$ cat src/rtl/ccbp_regs.svh
// Purpose: Offsets, field positions and reset values of the codec configuration register.
// Assumes: A 7-bit register index space and 16-bit register data.
// Notes:   Definitions only.
`ifndef CCBP_REGS_SVH
`define CCBP_REGS_SVH

`define CCBP_ADDR_W            7
`define CCBP_DATA_W            16
`define CCBP_CONFIG_ONE_OFFSET 7'h5C
`define CCBP_CONFIG_ONE_RESET  16'h18C0
`define CCBP_CONFIG_ONE_WMASK  16'h7FC0
`define CCBP_BANK_HI_POS       14
`define CCBP_BANK_LO_POS       13
`define CCBP_KEEP_POS          12
`define CCBP_CLKID_HI_POS      11
`define CCBP_CLKID_LO_POS      10
`define CCBP_MISC_HI_POS       9
`define CCBP_MISC_LO_POS       6
`define CCBP_BANK_IO           2'h1
`define CCBP_BANK_CODEC        2'h2
`define CCBP_CLK_BIT_12M288    2'h0
`define CCBP_CLK_XTAL_32M768   2'h1
`define CCBP_CLK_XTAL_24M576   2'h2
`define CCBP_CLK_XTAL_12M288   2'h3
`define CCBP_FEATURES          4

`endif

$ cat src/rtl/ccbp_pkg.sv
// Purpose: Types used by the configuration register for its bank and clock decode.
// Assumes: Encodings match the constants header.
// Notes:   Types only.
package ccbp_pkg;

    typedef enum logic [1:0] {
        CCBP_BANK_NONE0 = 2'h0,
        CCBP_BANK_IO    = 2'h1,
        CCBP_BANK_CODEC = 2'h2,
        CCBP_BANK_NONE3 = 2'h3
    } ccbp_bank_t;

    typedef enum logic [1:0] {
        CCBP_CLK_BITCLK_12M288 = 2'h0,
        CCBP_CLK_XTAL_32M768   = 2'h1,
        CCBP_CLK_XTAL_24M576   = 2'h2,
        CCBP_CLK_XTAL_12M288   = 2'h3
    } ccbp_clk_src_t;

endpackage : ccbp_pkg

$ cat src/rtl/ccbp_power_gate.sv
// Purpose: Decides, per feature, whether it stays powered.
// Assumes: Reset level is already synchronised to sys_clk.
// Notes:   All outputs registered.
`timescale 1ns/1ns
`default_nettype none
`include "ccbp_regs.svh"

module ccbp_power_gate #(
    parameter int NUM_FEATURES = `CCBP_FEATURES
) (
    // Clock and reset
    input  wire logic                    sys_clk,
    input  wire logic                    rst,
    input  wire logic                    clkEn,
    // Control
    input  wire logic                    resetHeld,
    input  wire logic                    resetPowerKeep,
    input  wire logic [NUM_FEATURES-1:0] featureEnable,
    // Results
    output logic      [NUM_FEATURES-1:0] featurePowered,
    output logic                         deviceOff
);

    logic [NUM_FEATURES-1:0] featurePowered_q;
    logic [NUM_FEATURES-1:0] featurePowered_d;
    logic                    deviceOff_q;
    logic                    deviceOff_d;

    genvar f;
    generate
        for (f = 0; f < NUM_FEATURES; f = f + 1) begin : g_feat
            // A cleared keep bit overrides every feature enable during reset.
            always_comb begin
                if (resetHeld && !resetPowerKeep) begin
                    featurePowered_d[f] = 1'b0;
                end else begin
                    featurePowered_d[f] = featureEnable[f];
                end
            end
        end
    endgenerate

    always_comb begin
        deviceOff_d = resetHeld && !resetPowerKeep;
    end

    always_ff @(posedge sys_clk) begin
        if (rst) begin
            featurePowered_q <= '0;
            deviceOff_q      <= 1'b0;
        end else if (clkEn) begin
            featurePowered_q <= featurePowered_d;
            deviceOff_q      <= deviceOff_d;
        end
    end

    assign featurePowered = featurePowered_q;
    assign deviceOff      = deviceOff_q;

endmodule : ccbp_power_gate
`default_nettype wire

$ cat src/rtl/ccbp_config_one.sv
// Purpose: Configuration register one of the modem codec with bank, clock and reset power control.
// Assumes: Register accesses arrive already decoded from the serial control link on sys_clk.
// Notes:   The reset pin is asynchronous and is synchronised before use.
`timescale 1ns/1ns
`default_nettype none
`include "ccbp_regs.svh"

module ccbp_config_one #(
    parameter int NUM_FEATURES = `CCBP_FEATURES
) (
    // Clock and reset
    input  wire logic                    sys_clk,
    input  wire logic                    rst,
    input  wire logic                    clkEn,
    // Register port
    input  wire logic                    regWrEn,
    input  wire logic                    regRdEn,
    input  wire logic [`CCBP_ADDR_W-1:0] regAddr,
    input  wire logic [`CCBP_DATA_W-1:0] regWrData,
    output logic      [`CCBP_DATA_W-1:0] regRdData,
    output logic                         regRdValid,
    // Device reset pin and feature enables
    input  wire logic                    resetPin_n,
    input  wire logic [NUM_FEATURES-1:0] featureEnable,
    // Bank steering
    output logic      [1:0]              bankSelect,
    output logic                         bankIoActive,
    output logic                         bankCodecActive,
    output logic                         bankReserved,
    // Core clock selection
    output logic      [1:0]              clockSourceId,
    output logic                         clockFromCrystal,
    // Power state
    output logic      [NUM_FEATURES-1:0] featurePowered,
    output logic                         deviceOff,
    output logic                         resetHeld
);

    logic [`CCBP_DATA_W-1:0] cfg_q;
    logic [`CCBP_DATA_W-1:0] cfg_d;
    logic [`CCBP_DATA_W-1:0] rdData_q;
    logic [`CCBP_DATA_W-1:0] rdData_d;
    logic                    rdValid_q;
    logic                    rdValid_d;
    logic                    resetSync1_q;
    logic                    resetSync2_q;
    logic                    resetHeld_q;
    logic                    resetHeld_d;
    logic [1:0]              bankSelect_q;
    logic [1:0]              bankSelect_d;
    logic                    bankIo_q;
    logic                    bankIo_d;
    logic                    bankCodec_q;
    logic                    bankCodec_d;
    logic                    bankRes_q;
    logic                    bankRes_d;
    logic [1:0]              clkId_q;
    logic [1:0]              clkId_d;
    logic                    clkXtal_q;
    logic                    clkXtal_d;
    logic                    addrHit;
    ccbp_pkg::ccbp_bank_t    bankField;
    ccbp_pkg::ccbp_clk_src_t clkField;

    // Register storage; only documented writable bits take the write.
    always_comb begin
        addrHit = (regAddr == `CCBP_CONFIG_ONE_OFFSET);
        cfg_d   = cfg_q;
        if (regWrEn && addrHit) begin
            // Reserved bits are dropped whatever the controller sends.
            cfg_d = regWrData & `CCBP_CONFIG_ONE_WMASK;
        end
    end

    always_ff @(posedge sys_clk) begin
        if (rst) begin
            cfg_q <= `CCBP_CONFIG_ONE_RESET;
        end else if (clkEn) begin
            cfg_q <= cfg_d;
        end
    end

    // Read path: one cycle latency, unmapped indices read as zero.
    always_comb begin
        rdValid_d = regRdEn;
        rdData_d  = rdData_q;
        if (regRdEn) begin
            if (addrHit) begin
                rdData_d = cfg_q & `CCBP_CONFIG_ONE_WMASK;
            end else begin
                rdData_d = 16'h0000;
            end
        end
    end

    always_ff @(posedge sys_clk) begin
        if (rst) begin
            rdData_q  <= 16'h0000;
            rdValid_q <= 1'b0;
        end else if (clkEn) begin
            rdData_q  <= rdData_d;
            rdValid_q <= rdValid_d;
        end
    end

    // Two-stage synchroniser on the asynchronous reset pin.
    always_ff @(posedge sys_clk) begin
        if (rst) begin
            resetSync1_q <= 1'b1;
            resetSync2_q <= 1'b1;
        end else if (clkEn) begin
            resetSync1_q <= resetPin_n;
            resetSync2_q <= resetSync1_q;
        end
    end

    always_comb begin
        resetHeld_d = !resetSync2_q;
    end

    always_ff @(posedge sys_clk) begin
        if (rst) begin
            resetHeld_q <= 1'b0;
        end else if (clkEn) begin
            resetHeld_q <= resetHeld_d;
        end
    end

    // Bank steering decode.
    always_comb begin
        bankField    = ccbp_pkg::ccbp_bank_t'(cfg_q[`CCBP_BANK_HI_POS:`CCBP_BANK_LO_POS]);
        bankSelect_d = cfg_q[`CCBP_BANK_HI_POS:`CCBP_BANK_LO_POS];
        bankIo_d     = 1'b0;
        bankCodec_d  = 1'b0;
        bankRes_d    = 1'b0;
        case (bankField)
            ccbp_pkg::CCBP_BANK_IO: begin
                bankIo_d = 1'b1;
            end
            ccbp_pkg::CCBP_BANK_CODEC: begin
                bankCodec_d = 1'b1;
            end
            default: begin
                // Reserved codes steer to no bank at all.
                bankRes_d = 1'b1;
            end
        endcase
    end

    always_ff @(posedge sys_clk) begin
        if (rst) begin
            bankSelect_q <= 2'h0;
            bankIo_q     <= 1'b0;
            bankCodec_q  <= 1'b0;
            bankRes_q    <= 1'b1;
        end else if (clkEn) begin
            bankSelect_q <= bankSelect_d;
            bankIo_q     <= bankIo_d;
            bankCodec_q  <= bankCodec_d;
            bankRes_q    <= bankRes_d;
        end
    end

    // Core clock source decode; the serial interface always runs from the bit clock.
    always_comb begin
        clkField = ccbp_pkg::ccbp_clk_src_t'(cfg_q[`CCBP_CLKID_HI_POS:`CCBP_CLKID_LO_POS]);
        clkId_d  = cfg_q[`CCBP_CLKID_HI_POS:`CCBP_CLKID_LO_POS];
        case (clkField)
            ccbp_pkg::CCBP_CLK_BITCLK_12M288: begin
                clkXtal_d = 1'b0;
            end
            ccbp_pkg::CCBP_CLK_XTAL_32M768,
            ccbp_pkg::CCBP_CLK_XTAL_24M576,
            ccbp_pkg::CCBP_CLK_XTAL_12M288: begin
                clkXtal_d = 1'b1;
            end
            default: begin
                clkXtal_d = 1'b0;
            end
        endcase
    end

    always_ff @(posedge sys_clk) begin
        if (rst) begin
            clkId_q   <= `CCBP_CLK_XTAL_24M576;
            clkXtal_q <= 1'b1;
        end else if (clkEn) begin
            clkId_q   <= clkId_d;
            clkXtal_q <= clkXtal_d;
        end
    end

    // Power gating uses the synchronised reset level, so its outputs lag the pin by four cycles.
    ccbp_power_gate #(
        .NUM_FEATURES (NUM_FEATURES)
    ) u_power_gate (
        .sys_clk        (sys_clk),
        .rst            (rst),
        .clkEn          (clkEn),
        .resetHeld      (resetHeld_q),
        .resetPowerKeep (cfg_q[`CCBP_KEEP_POS]),
        .featureEnable  (featureEnable),
        .featurePowered (featurePowered),
        .deviceOff      (deviceOff)
    );

    assign regRdData        = rdData_q;
    assign regRdValid       = rdValid_q;
    assign bankSelect       = bankSelect_q;
    assign bankIoActive     = bankIo_q;
    assign bankCodecActive  = bankCodec_q;
    assign bankReserved     = bankRes_q;
    assign clockSourceId    = clkId_q;
    assign clockFromCrystal = clkXtal_q;
    assign resetHeld        = resetHeld_q;

endmodule : ccbp_config_one
`default_nettype wire

$ cat config.mk
export PLATFORM = sky130hd
export DESIGN_NAME = ccbp_config_one
export DESIGN_NICKNAME = d
export VERILOG_FILES = /design/src/rtl/ccbp_pkg.sv /design/src/rtl/ccbp_power_gate.sv /design/src/rtl/ccbp_config_one.sv
export VERILOG_INCLUDE_DIRS = /design/src /design/src/rtl
export SDC_FILE = /design/constraint.sdc
export NUM_CORES = 1
export LEC_CHECK = 0
export ABC_AREA = 1
export BUFFER_PORTS_ARGS = -buffer_cell sky130_fd_sc_hd__buf_2
export CORE_ASPECT_RATIO = 1.1
export CORE_MARGIN = 2
export CORE_UTILIZATION = 35
export DETAILED_ROUTE_END_ITERATION = 8
export PLACE_DENSITY = 0.6
export SLEW_MARGIN = 5
export SYNTH_ARGS = -nofsm -noshare
export SYNTH_HDL_FRONTEND = slang
export SYNTH_HIERARCHICAL = 1
export SYNTH_SLANG_ARGS = --single-unit
export TNS_END_PERCENT = 10
$ cat constraint.sdc
create_clock -name sys_clk -period 0.9 [get_ports sys_clk]
set_input_delay 0 -clock sys_clk [delete_from_list [all_inputs] [get_ports sys_clk]]
set_output_delay 0 -clock sys_clk [all_outputs]
set_load 0.02 [all_outputs]
==> results.cfg, run 1 <==
[placement]
portBuffers = 49
dpl.hpwl_um = 2367
dp.cells = 292
dpl-instance-area_um2 = 1819
place_congestion = 0.7471

[layout]
final_area_um2 = 2028
fin_util_pct = 50.40
drive_gt1_share_pct = 30.08
nNetsFinal = 291
areaGrowthSynthToFinish_pct = 36.22
num_antenna_cells = 0
final_cell_count_no_fill = 308

[clocking]
clock_latency_ns = 0.28
cts.clk_slew.worst_paths_ns = 0.07
h-tree-depth = 2
tritoncts = built
clockRootBuffer = clkbuf_8
clkSinkCount = 35
numCtsBuffers = 5
clk_path_buf_depth = 2

[min_path]
worstHoldPathType = in2reg

[routing]
vias = 1391
viasPerCell = 4.516
first_iter_violations = 57
wl_per_cell_um = 10.69
drcViolationCount = 0
wirelength_um = 3292
first_pass_iters = 4
detail-route-antenna-nets = 0

[synthesis]
ys_ff_latch = 35
synth_cell_types = 20
ys_seq_area_share_pct = 47.06
yosys_warnings = 6
synth_area_um2 = 1489
syn_area_per_cell_um2 = 7.836
syn_inst = 190

[global_routing]
grt_pass1_wl_um = 5561
overflow = 0
grt_max_degree = 18
grt_use_total_pct = 14.99
antenna_found_initial = 0
first_global_vias = 1253

[floorplan]
std_cell_rows = 24
die_area_um2 = 4792
dieHeight_um = 72.41
io_pins = 64
core_area_um2 = 4024
die_x_um = 66.19
start_util_pct = 37.00

[timing]
grt_setup_unrepaired = false
setup_viol = 0
tns_ns = 0
hold_viol = 0
fin_crit_ns = 0.8448
max_freq_mhz = 1184
maxSlewViolCount = 0
finalCritPeriodShare_pct = 93.87
clock_skew_ns = 0.005604

[power]
intPower_mw = 2.556
cellLeakagePower_nw = 1.014
p_sw_share_pct = 23.40
fin_total_pwr_mw = 3.337
irDropWorstVdd_mv = 0.9351
combPwrFrac_pct = 11.8
p_clk_share_pct = 39.9
p_seq_share_pct = 48.3
p_per_area_nw_per_um2 = 1645
power_switching_mw = 0.7809

[setup_path]
endpoint_kind = register
critPathKind = reg2reg
worstPathRequired_ns = 1.07
arrival_ns = 1.01
cp-start-kind = register
path_max_fanout = 3

[job]
maxCapViolCount = 0

[status]
status = finished, final reports clean
layout by cell type (no fill, tap or decap):
master,netlist,layout
a21oi_1,20,20
buf_12,0,2
buf_2,2,49
buf_4,9,8
bufinv_16,0,1
clkbuf_1,2,1
clkbuf_8,0,5
clkinv_1,2,2
clkinv_2,1,1
conb_1,1,7
dfxtp_1,35,33
dfxtp_2,0,1
dfxtp_4,0,1
dlygate4sd3_1,0,8
ha_1,2,1
ha_4,0,1
inv_1,22,20
inv_2,0,2
nand2_1,43,42
nand2_2,2,3
nand3_1,8,8
nand3_4,1,1
nand4_1,18,18
nor2_1,9,9
nor2_8,2,2
o21ai_0,5,5
o21ai_1,5,5
sequential cells by signal, indices dropped and copies added, names as in the netlist:
name and cells:
regRdData 9, bankIoActive 1, bankReserved 1, resetSync1_q 1
resetHeld 1, resetSync2_q 1, clockFromCrystal 1, u_power_gate/deviceOff 1
u_power_gate/featurePowered 4, bankCodecActive 1, bankSelect 2, cfg_q 9
regRdValid 1, clockSourceId 2
what timing repair did:
| action | in CTS | in global routing |
|---|---|---|
| gates resized for setup | 0 | 5 |
| hold buffers | 8 | 0 |
| endpoints found under the hold margin | 8 | 0 |
| setup buffers | 1 | 0 |
| setup endpoints to repair | 1 | 6 |
| pin swaps | 1 | 1 |
power by group through the flow:
stage                     sequential (mW)  clock, mW  combinational, mW
after floorplan                      1.69          0              0.200
after global routing                 1.62       1.42              0.439
after CTS                            1.61       1.37              0.394
final                                1.61       1.33              0.393
after detailed placement             1.65          0              0.366
after global placement               1.65          0              0.364
logic make-up (layout without fill, tap and decap cells):
group                      count (synthesis)  in the layout  share of synthesized area, %
and+or+nand+nor                           83             83                         28.07
buffers and inverters                     39             99                         12.86
other                                      1              7                        0.2519
DFF                                       35             35                         47.06
adders and majority gates                  2              2                         1.680
AOI/OAI and AO/OA                         30             30                         10.08
critical path, cell delays in order, from the launching register on:
cell and delay (ns):
dfxtp_2 0.34, inv_2 0.05, ha_4 0.22, nand2_1 0.06, nand3_1 0.07
cell type report:
cell class | count | area (um^2)
clock buffer | 6 | 72.57
clock inverter | 1 | 30.03
fill | 414 | 1996
inverter | 25 | 95.09
multi-input combinational | 122 | 634.4
sequential | 35 | 705.7
tap | 52 | 65.06
timing repair buffer | 67 | 425.4
metal layers:
metal | routed length (um) | share of wire, % | vias to the layer above | GRT usage (%)
li1 | - | - | 738 | -
met1 | 1588 | 48 | 597 | 20.79
met2 | 1430 | 43 | 50 | 22.22
met3 | 211 | 6.4 | 6 | 3.721
met4 | 61 | 1.9 | 0 | 6.122
met5 | 0 | 0 | - | 0
path summary, 6_finish.rpt:
kind / startpoint / endpoint / slack (ns) / depth (start not counted)
max: cfg_q[13] / bankReserved / 0.06 / 4
min: regWrData[12] / cfg_q[12] / 0.002 / 3
max reg2reg: cfg_q[13] / bankReserved / 0.06 / 4
min reg2reg: resetSync2_q / resetHeld / 0.45 / 1
synthesized netlist by cell type:
cell       n  area share, %
nand2_1   43             11
nor2_1     9            2.3
a21oi_1   20            6.7
buf_6      1           0.76
o21ai_1    5            1.7
nand2_2    2           0.84
conb_1     1           0.25
o21ai_0    5            1.7
nand4_1   18            7.6
nor2_8     2            2.7
dfxtp_1   35             47
ha_1       2            1.7
buf_2      2           0.67
clkinv_1   2           0.50
nand3_1    8            2.7
buf_4      9            4.5
nand3_4    1            1.2
clkinv_2   1           0.34
inv_1     22            5.5
clkbuf_1   2           0.50
stage by stage:
stage,hold WS (ns),worst slack [ns]
3_5_place_dp,0.2234,-0.01839
2_1_floorplan,0.06907,0.01597
5_1_grt,0.03545,0.005513
3_3_place_gp,0.2231,0.001360
4_1_cts,0.006469,-0.005342
6_report,0.002144,0.05517
No activity file was read; power rests on OpenSTA's default activity.
==> run 2, diff against run 1 <==
--- a/config.mk
+++ b/config.mk
@@ -12,7 +12,7 @@
 export CORE_MARGIN = 2
 export CORE_UTILIZATION = 35
 export DETAILED_ROUTE_END_ITERATION = 8
-export PLACE_DENSITY = 0.6
+export PLACE_DENSITY = 0.58
 export SLEW_MARGIN = 5
 export SYNTH_ARGS = -nofsm -noshare
 export SYNTH_HDL_FRONTEND = slang
==> constraint.sdc (replaced) <==
create_clock -name sys_clk -period 0.8 [get_ports sys_clk]
set_input_delay 0 -clock sys_clk [delete_from_list [all_inputs] [get_ports sys_clk]]
set_output_delay 0 -clock sys_clk [all_outputs]
set_load 0.02 [all_outputs]
==> run 2 against run 1 <==
Effect of this change:
- the flow now finishes with violations (setup timing)
- clock skew is 0.0026 ns lower
- non-clock buffer count is 4 higher
- first-iteration DRC count is 1.8% higher
- wire length is 2.1% higher
- via count is 3.7% higher
- sequential power is 12% higher
- worst setup slack worse by 0.081 ns
- critical endpoint unchanged
- register-to-register slack worse by 0.08 ns
- sequential cell count stayed put
==> results.cfg, run 2 (same netlist as run 1, synthesis figures left out) <==
[job]
maxCapViolCount = 0

[global_routing]
grt_max_degree = 15
antenna_found_initial = 0
grt_use_total_pct = 15.03
overflow = 0
grt_pass1_wl_um = 5526
first_global_vias = 1281

[timing]
setup_viol = 3
grt_setup_unrepaired = true
finalHoldWorstSlack_ns = 0.01402
max_freq_mhz = 1211
hold_viol = 0
clock_skew_ns = 0.003009
maxSlewViolCount = 0
setup_slack_ns = -0.02571
finalCritPeriodShare_pct = 103.2
fin_crit_ns = 0.8257

[power]
p_per_area_nw_per_um2 = 1707
p_sw_share_pct = 24.42
cellLeakagePower_nw = 1.041
power_switching_mw = 0.8951
combPwrFrac_pct = 12.9
p_seq_share_pct = 49.4
p_clk_share_pct = 37.7
irDropWorstVdd_mv = 1.282
intPower_mw = 2.770

[routing]
viasPerCell = 4.607
vias = 1442
drcViolationCount = 0
detail-route-antenna-nets = 0
wirelength_um = 3360
first_pass_iters = 4
wl_per_cell_um = 10.73
first_iter_violations = 58

[layout]
nNetsFinal = 295
final_cell_mix = nand2_1 (39), buf_2 (35), dfxtp_1 (28), buf_4 (25), inv_1 (19)
final_common_cell = nand2_1
areaGrowthSynthToFinish_pct = 44.20
final_area_um2 = 2147
fillers = 404
drive_gt1_share_pct = 37.16
num_antenna_cells = 0

[min_path]
worstHoldPathType = in2reg

[status]
status = complete, but fails checks
violations = setup timing

[clocking]
cts.clk_slew.worst_paths_ns = 0.07
clockRootBuffer = clkbuf_8
numCtsBuffers = 5
clkSinkCount = 35
tritoncts = built
cts_setup_buffers = 0
clk_path_buf_depth = 2
h-tree-depth = 2
clock_latency_ns = 0.28

[floorplan]
std_cell_rows = 24
die_area_um2 = 4792
io_pins = 64
start_util_pct = 37.00
die_x_um = 66.19
dieHeight_um = 72.41
core_area_um2 = 4024

[setup_path]
critPathKind = reg2reg
slowest_delay_ns = 0.38
endpoint_kind = register
cp_cell_sequence = inv_4 -> ha_4 -> nand2_2 -> nand3_2
cp-start-kind = register
arrival_ns = 1.00
path_max_fanout = 3
slowest_stage = dfxtp_4
worstPathRequired_ns = 0.97

[placement]
place_congestion = 0.7531
dpl.hpwl_um = 2437
portBuffers = 49
pre_cts_ws_ns = -0.09600
dpl-instance-area_um2 = 1872
run 2: changes by cell type in the layout (fill, tap and decap cells not counted), moves of 2 or more:
cell	delta
dfxtp_2	+4
dfxtp_1	-5
nand2_2	+3
a21oi_1	-3
a21oi_2	+3
buf_2	-14
inv_4	+2
nand2_1	-3
buf_4	+17
clkbuf_8	+2
run 2: cell type report:
type | count | area, um^2 | share of cell area (%)
clock buffers | 8 | 100.1 | 4.662
well taps | 52 | 65.06 | 3.030
inverters | 25 | 100.1 | 4.662
flip-flops and latches | 35 | 714.4 | 33.28
multi-input cells | 122 | 673.1 | 31.35
repair buffers | 71 | 494.2 | 23.02
run 2: final timing paths:
kind	start	endpoint	slack [ns]	cells after the start
worst max-delay path	cfg_q[13]	bankReserved	-0.03	4
worst min register to register	resetSync2_q	resetHeld	0.43	1
worst max register to register	cfg_q[13]	bankReserved	-0.03	4
worst min-delay path	regWrData[12]	cfg_q[12]	0.01	3
run 2: repair_timing:
item                                    CTS  global route
endpoints found under the setup margin    8            25
endpoints found under the hold margin     9             0
resized for setup                         4            31
hold buffers                              8             0
pin swaps                                 3             4
cloned                                    0             0
run 2: power groups by stage:
stage / Combinational [mW] / Clock [mW] / Sequential, mW
after global placement: 0.418 / 0 / 1.85
after detailed placement: 0.422 / 0 / 1.85
after CTS: 0.453 / 1.43 / 1.81
after floorplan: 0.225 / 0 / 1.90
after global routing: 0.519 / 1.50 / 1.82
final: 0.473 / 1.38 / 1.81
run 2: stage by stage:
step                      setup TNS [ns]  util, %  power, mW  cells
after floorplan                -0.007716        -      2.129    196
after global placement            -1.166    46.52      2.272    297
after detailed placement          -1.450    46.52      2.276    297
after CTS                       -0.05787    51.21      3.695    313
after global routing             -0.3386    53.36      3.833    313
final                           -0.05283    53.36      3.665    313
run 2: layer usage:
metal / track usage (%) / wire (um) / part of all wire [%] / vias up
met4: 8.163 / 70 / 2.1 / 0
met3: 3.566 / 207 / 6.2 / 4
met5: 0 / 0 / 0 / -
li1: - / - / - / 745
met2: 22.89 / 1560 / 46 / 48
met1: 19.54 / 1522 / 45 / 645
run 2: worst max-delay path, delay by kind of cell (launching register included):
kind	cells	cell delay, ns
buf+inv	1	0.04
simple gates	2	0.10
flops	1	0.38
fa+ha+maj	1	0.20
==> run 3, diff against run 2 <==
--- a/config.mk
+++ b/config.mk
@@ -7,12 +7,13 @@
 export NUM_CORES = 1
 export LEC_CHECK = 0
 export ABC_AREA = 1
+export ABC_CLOCK_PERIOD_IN_PS = 800
 export BUFFER_PORTS_ARGS = -buffer_cell sky130_fd_sc_hd__buf_2
 export CORE_ASPECT_RATIO = 1.1
 export CORE_MARGIN = 2
-export CORE_UTILIZATION = 35
+export CORE_UTILIZATION = 46
 export DETAILED_ROUTE_END_ITERATION = 8
-export PLACE_DENSITY = 0.58
+export PLACE_DENSITY = 0.74
 export SLEW_MARGIN = 5
 export SYNTH_ARGS = -nofsm -noshare
 export SYNTH_HDL_FRONTEND = slang
==> run 3 against run 2 <==
Effect of this change:
- the flow still finishes with violations (setup timing)
- total power shrank 9.8%
- sequential power about the same
- clock power shrank 31%
- combinational power is 12% higher
- worst setup slack gained 0.0042 ns
- first-iteration DRC count shrank 47%
- maximum frequency increased by 0.51%
- die area fell by 23%
==> results.cfg, run 3 (same netlist as run 1, synthesis figures left out) <==
[status]
status = complete, but fails checks
violations = setup timing

[clocking]
clkSinkCount = 35
cts.clk_slew.worst_paths_ns = 0.10
clockRootBuffer = clkbuf_4
tritoncts = built
clock_latency_ns = 0.33
numCtsBuffers = 5
h-tree-depth = 2
clk_path_buf_depth = 2
cts_setup_buffers = 0

[power]
p_clk_share_pct = 28.8
p_sw_share_pct = 26.11
combPwrFrac_pct = 16.0
fin_total_pwr_mw = 3.306
power_switching_mw = 0.8631
intPower_mw = 2.443
cellLeakagePower_nw = 1.079
p_seq_share_pct = 55.2
p_per_area_nw_per_um2 = 1469
irDropWorstVdd_mv = 1.379

[job]
maxCapViolCount = 0

[setup_path]
endpoint_kind = output pin
r2r_setup_slack_ns = -0.02
worstPathRequired_ns = 0.80
cp-start-kind = register
slowest_stage = dfxtp_4
cp_cell_sequence = buf_6
critPathKind = reg2out
arrival_ns = 0.82
r2r_cells = 4
r2r_end = bankReserved
r2r-start = cfg_q[13]
path_delay_family = flip-flops
worst-path-buf-inv = 1
path_max_fanout = 3
slowest_delay_ns = 0.37

[layout]
areaGrowthSynthToFinish_pct = 51.09
fillers = 251
nNetsFinal = 303
num_antenna_cells = 0
final_cell_mix = nand2_1 (39), buf_2 (25), dfxtp_2 (24), buf_6 (24), inv_1 (20)
multiInputGateArea_um2 = 653.1
final_common_cell = nand2_1
drive_gt1_share_pct = 42.54
seqCellArea_um2 = 742.0
final_cell_count_no_fill = 302

[placement]
dp.cells = 280
place_congestion = 0.7421
portBuffers = 49
dpl.hpwl_um = 2348

[floorplan]
io_pins = 64
std_cell_rows = 21
core_area_um2 = 3074
die_area_um2 = 3708
start_util_pct = 48.43
die_x_um = 58.25
dieHeight_um = 63.67

[global_routing]
grt_max_degree = 17
antenna_found_initial = 0
first_global_vias = 1472
grt_pass1_wl_um = 6382
overflow = 0
grt_use_total_pct = 22.54

[timing]
grt_setup_unrepaired = true
hold_viol = 0
fin_crit_ns = 0.8215
finalHoldWorstSlack_ns = 0.01567
tns_ns = -0.04412
finalCritPeriodShare_pct = 102.7
setup_slack_ns = -0.02150
max_freq_mhz = 1217
maxSlewViolCount = 0
setup_viol = 3
clock_skew_ns = 0.006375

[min_path]
hp-start = regWrData[13]
min_path_cells = 5
worstHoldPathType = in2reg
hold_path_end = cfg_q[13]

[routing]
wirelength_um = 3592
wl_per_cell_um = 11.89
first_iter_violations = 31
viasPerCell = 4.960
first_pass_iters = 5
vias = 1498
drcViolationCount = 0
detail-route-antenna-nets = 0
## run 3: cell types whose count changed in the layout (fill, tap and decap cells not counted), sizes merged
cell and change:
dlygate4sd3 +7, clkbuf -2, buf +1, clkinv +1
## run 3: power by group through the flow
stage,Combinational [mW],Sequential (mW),Clock (mW)
finish,0.528,1.82,0.953
global route,0.574,1.83,1.08
detailed placement,0.410,1.85,0
CTS,0.513,1.83,0.975
global placement,0.404,1.85,0
floorplan,0.225,1.90,0
## run 3: through the flow
| step | setup slack, ns | area [um^2] | utilization, % |
|---|---|---|---|
| global route | -0.06790 | 2250 | 73.18 |
| detailed placement | -0.09819 | 1832 | 59.58 |
| global placement | -0.05972 | 1832 | 59.58 |
| CTS | -0.04523 | 2222 | 72.28 |
| finish | -0.02150 | 2250 | 73.18 |
| floorplan | -0.004542 | 1528 | - |
## run 3: cell type report
class / instances / share of cell area, %
clock buffers: 6 / 2.280
repair buffers: 79 / 29.25
well taps: 34 / 1.891
inverters: 25 / 4.338
clock inverters: 1 / 0.2225
multi-input cells: 122 / 29.03
flip-flops and latches: 35 / 32.98
## run 3: worst max-delay path by stage
| stage | startpoint | end | slack, ns | cells past startpoint |
|---|---|---|---|---|
| 2_1_floorplan | cfg_q[13] | bankReserved | -0.005 | 4 |
| 3_3_place_gp | regAddr[0] | regRdData[14] | -0.06 | 7 |
| 3_5_place_dp | regAddr[1] | regRdData[8] | -0.1 | 7 |
| 4_1_cts | cfg_q[13] | bankReserved | -0.05 | 4 |
| 5_1_grt | resetHeld | resetHeld | -0.07 | 1 |
| 6_report | resetHeld | resetHeld | -0.02 | 1 |
## run 3: repair_timing
action | 4_1_cts | 5_1_grt
hold endpoints to repair | 16 | 0
setup endpoints to repair | 33 | 37
pin swaps | 6 | 1
hold buffers | 15 | 0
resized for setup | 73 | 10
## run 3: per-layer routing
layer | track usage (%) | routed length (um)
met1 | 27.04 | 1598
met2 | 38.49 | 1791
met3 | 6.366 | 160
met4 | 6.686 | 42
met5 | 0 | 0
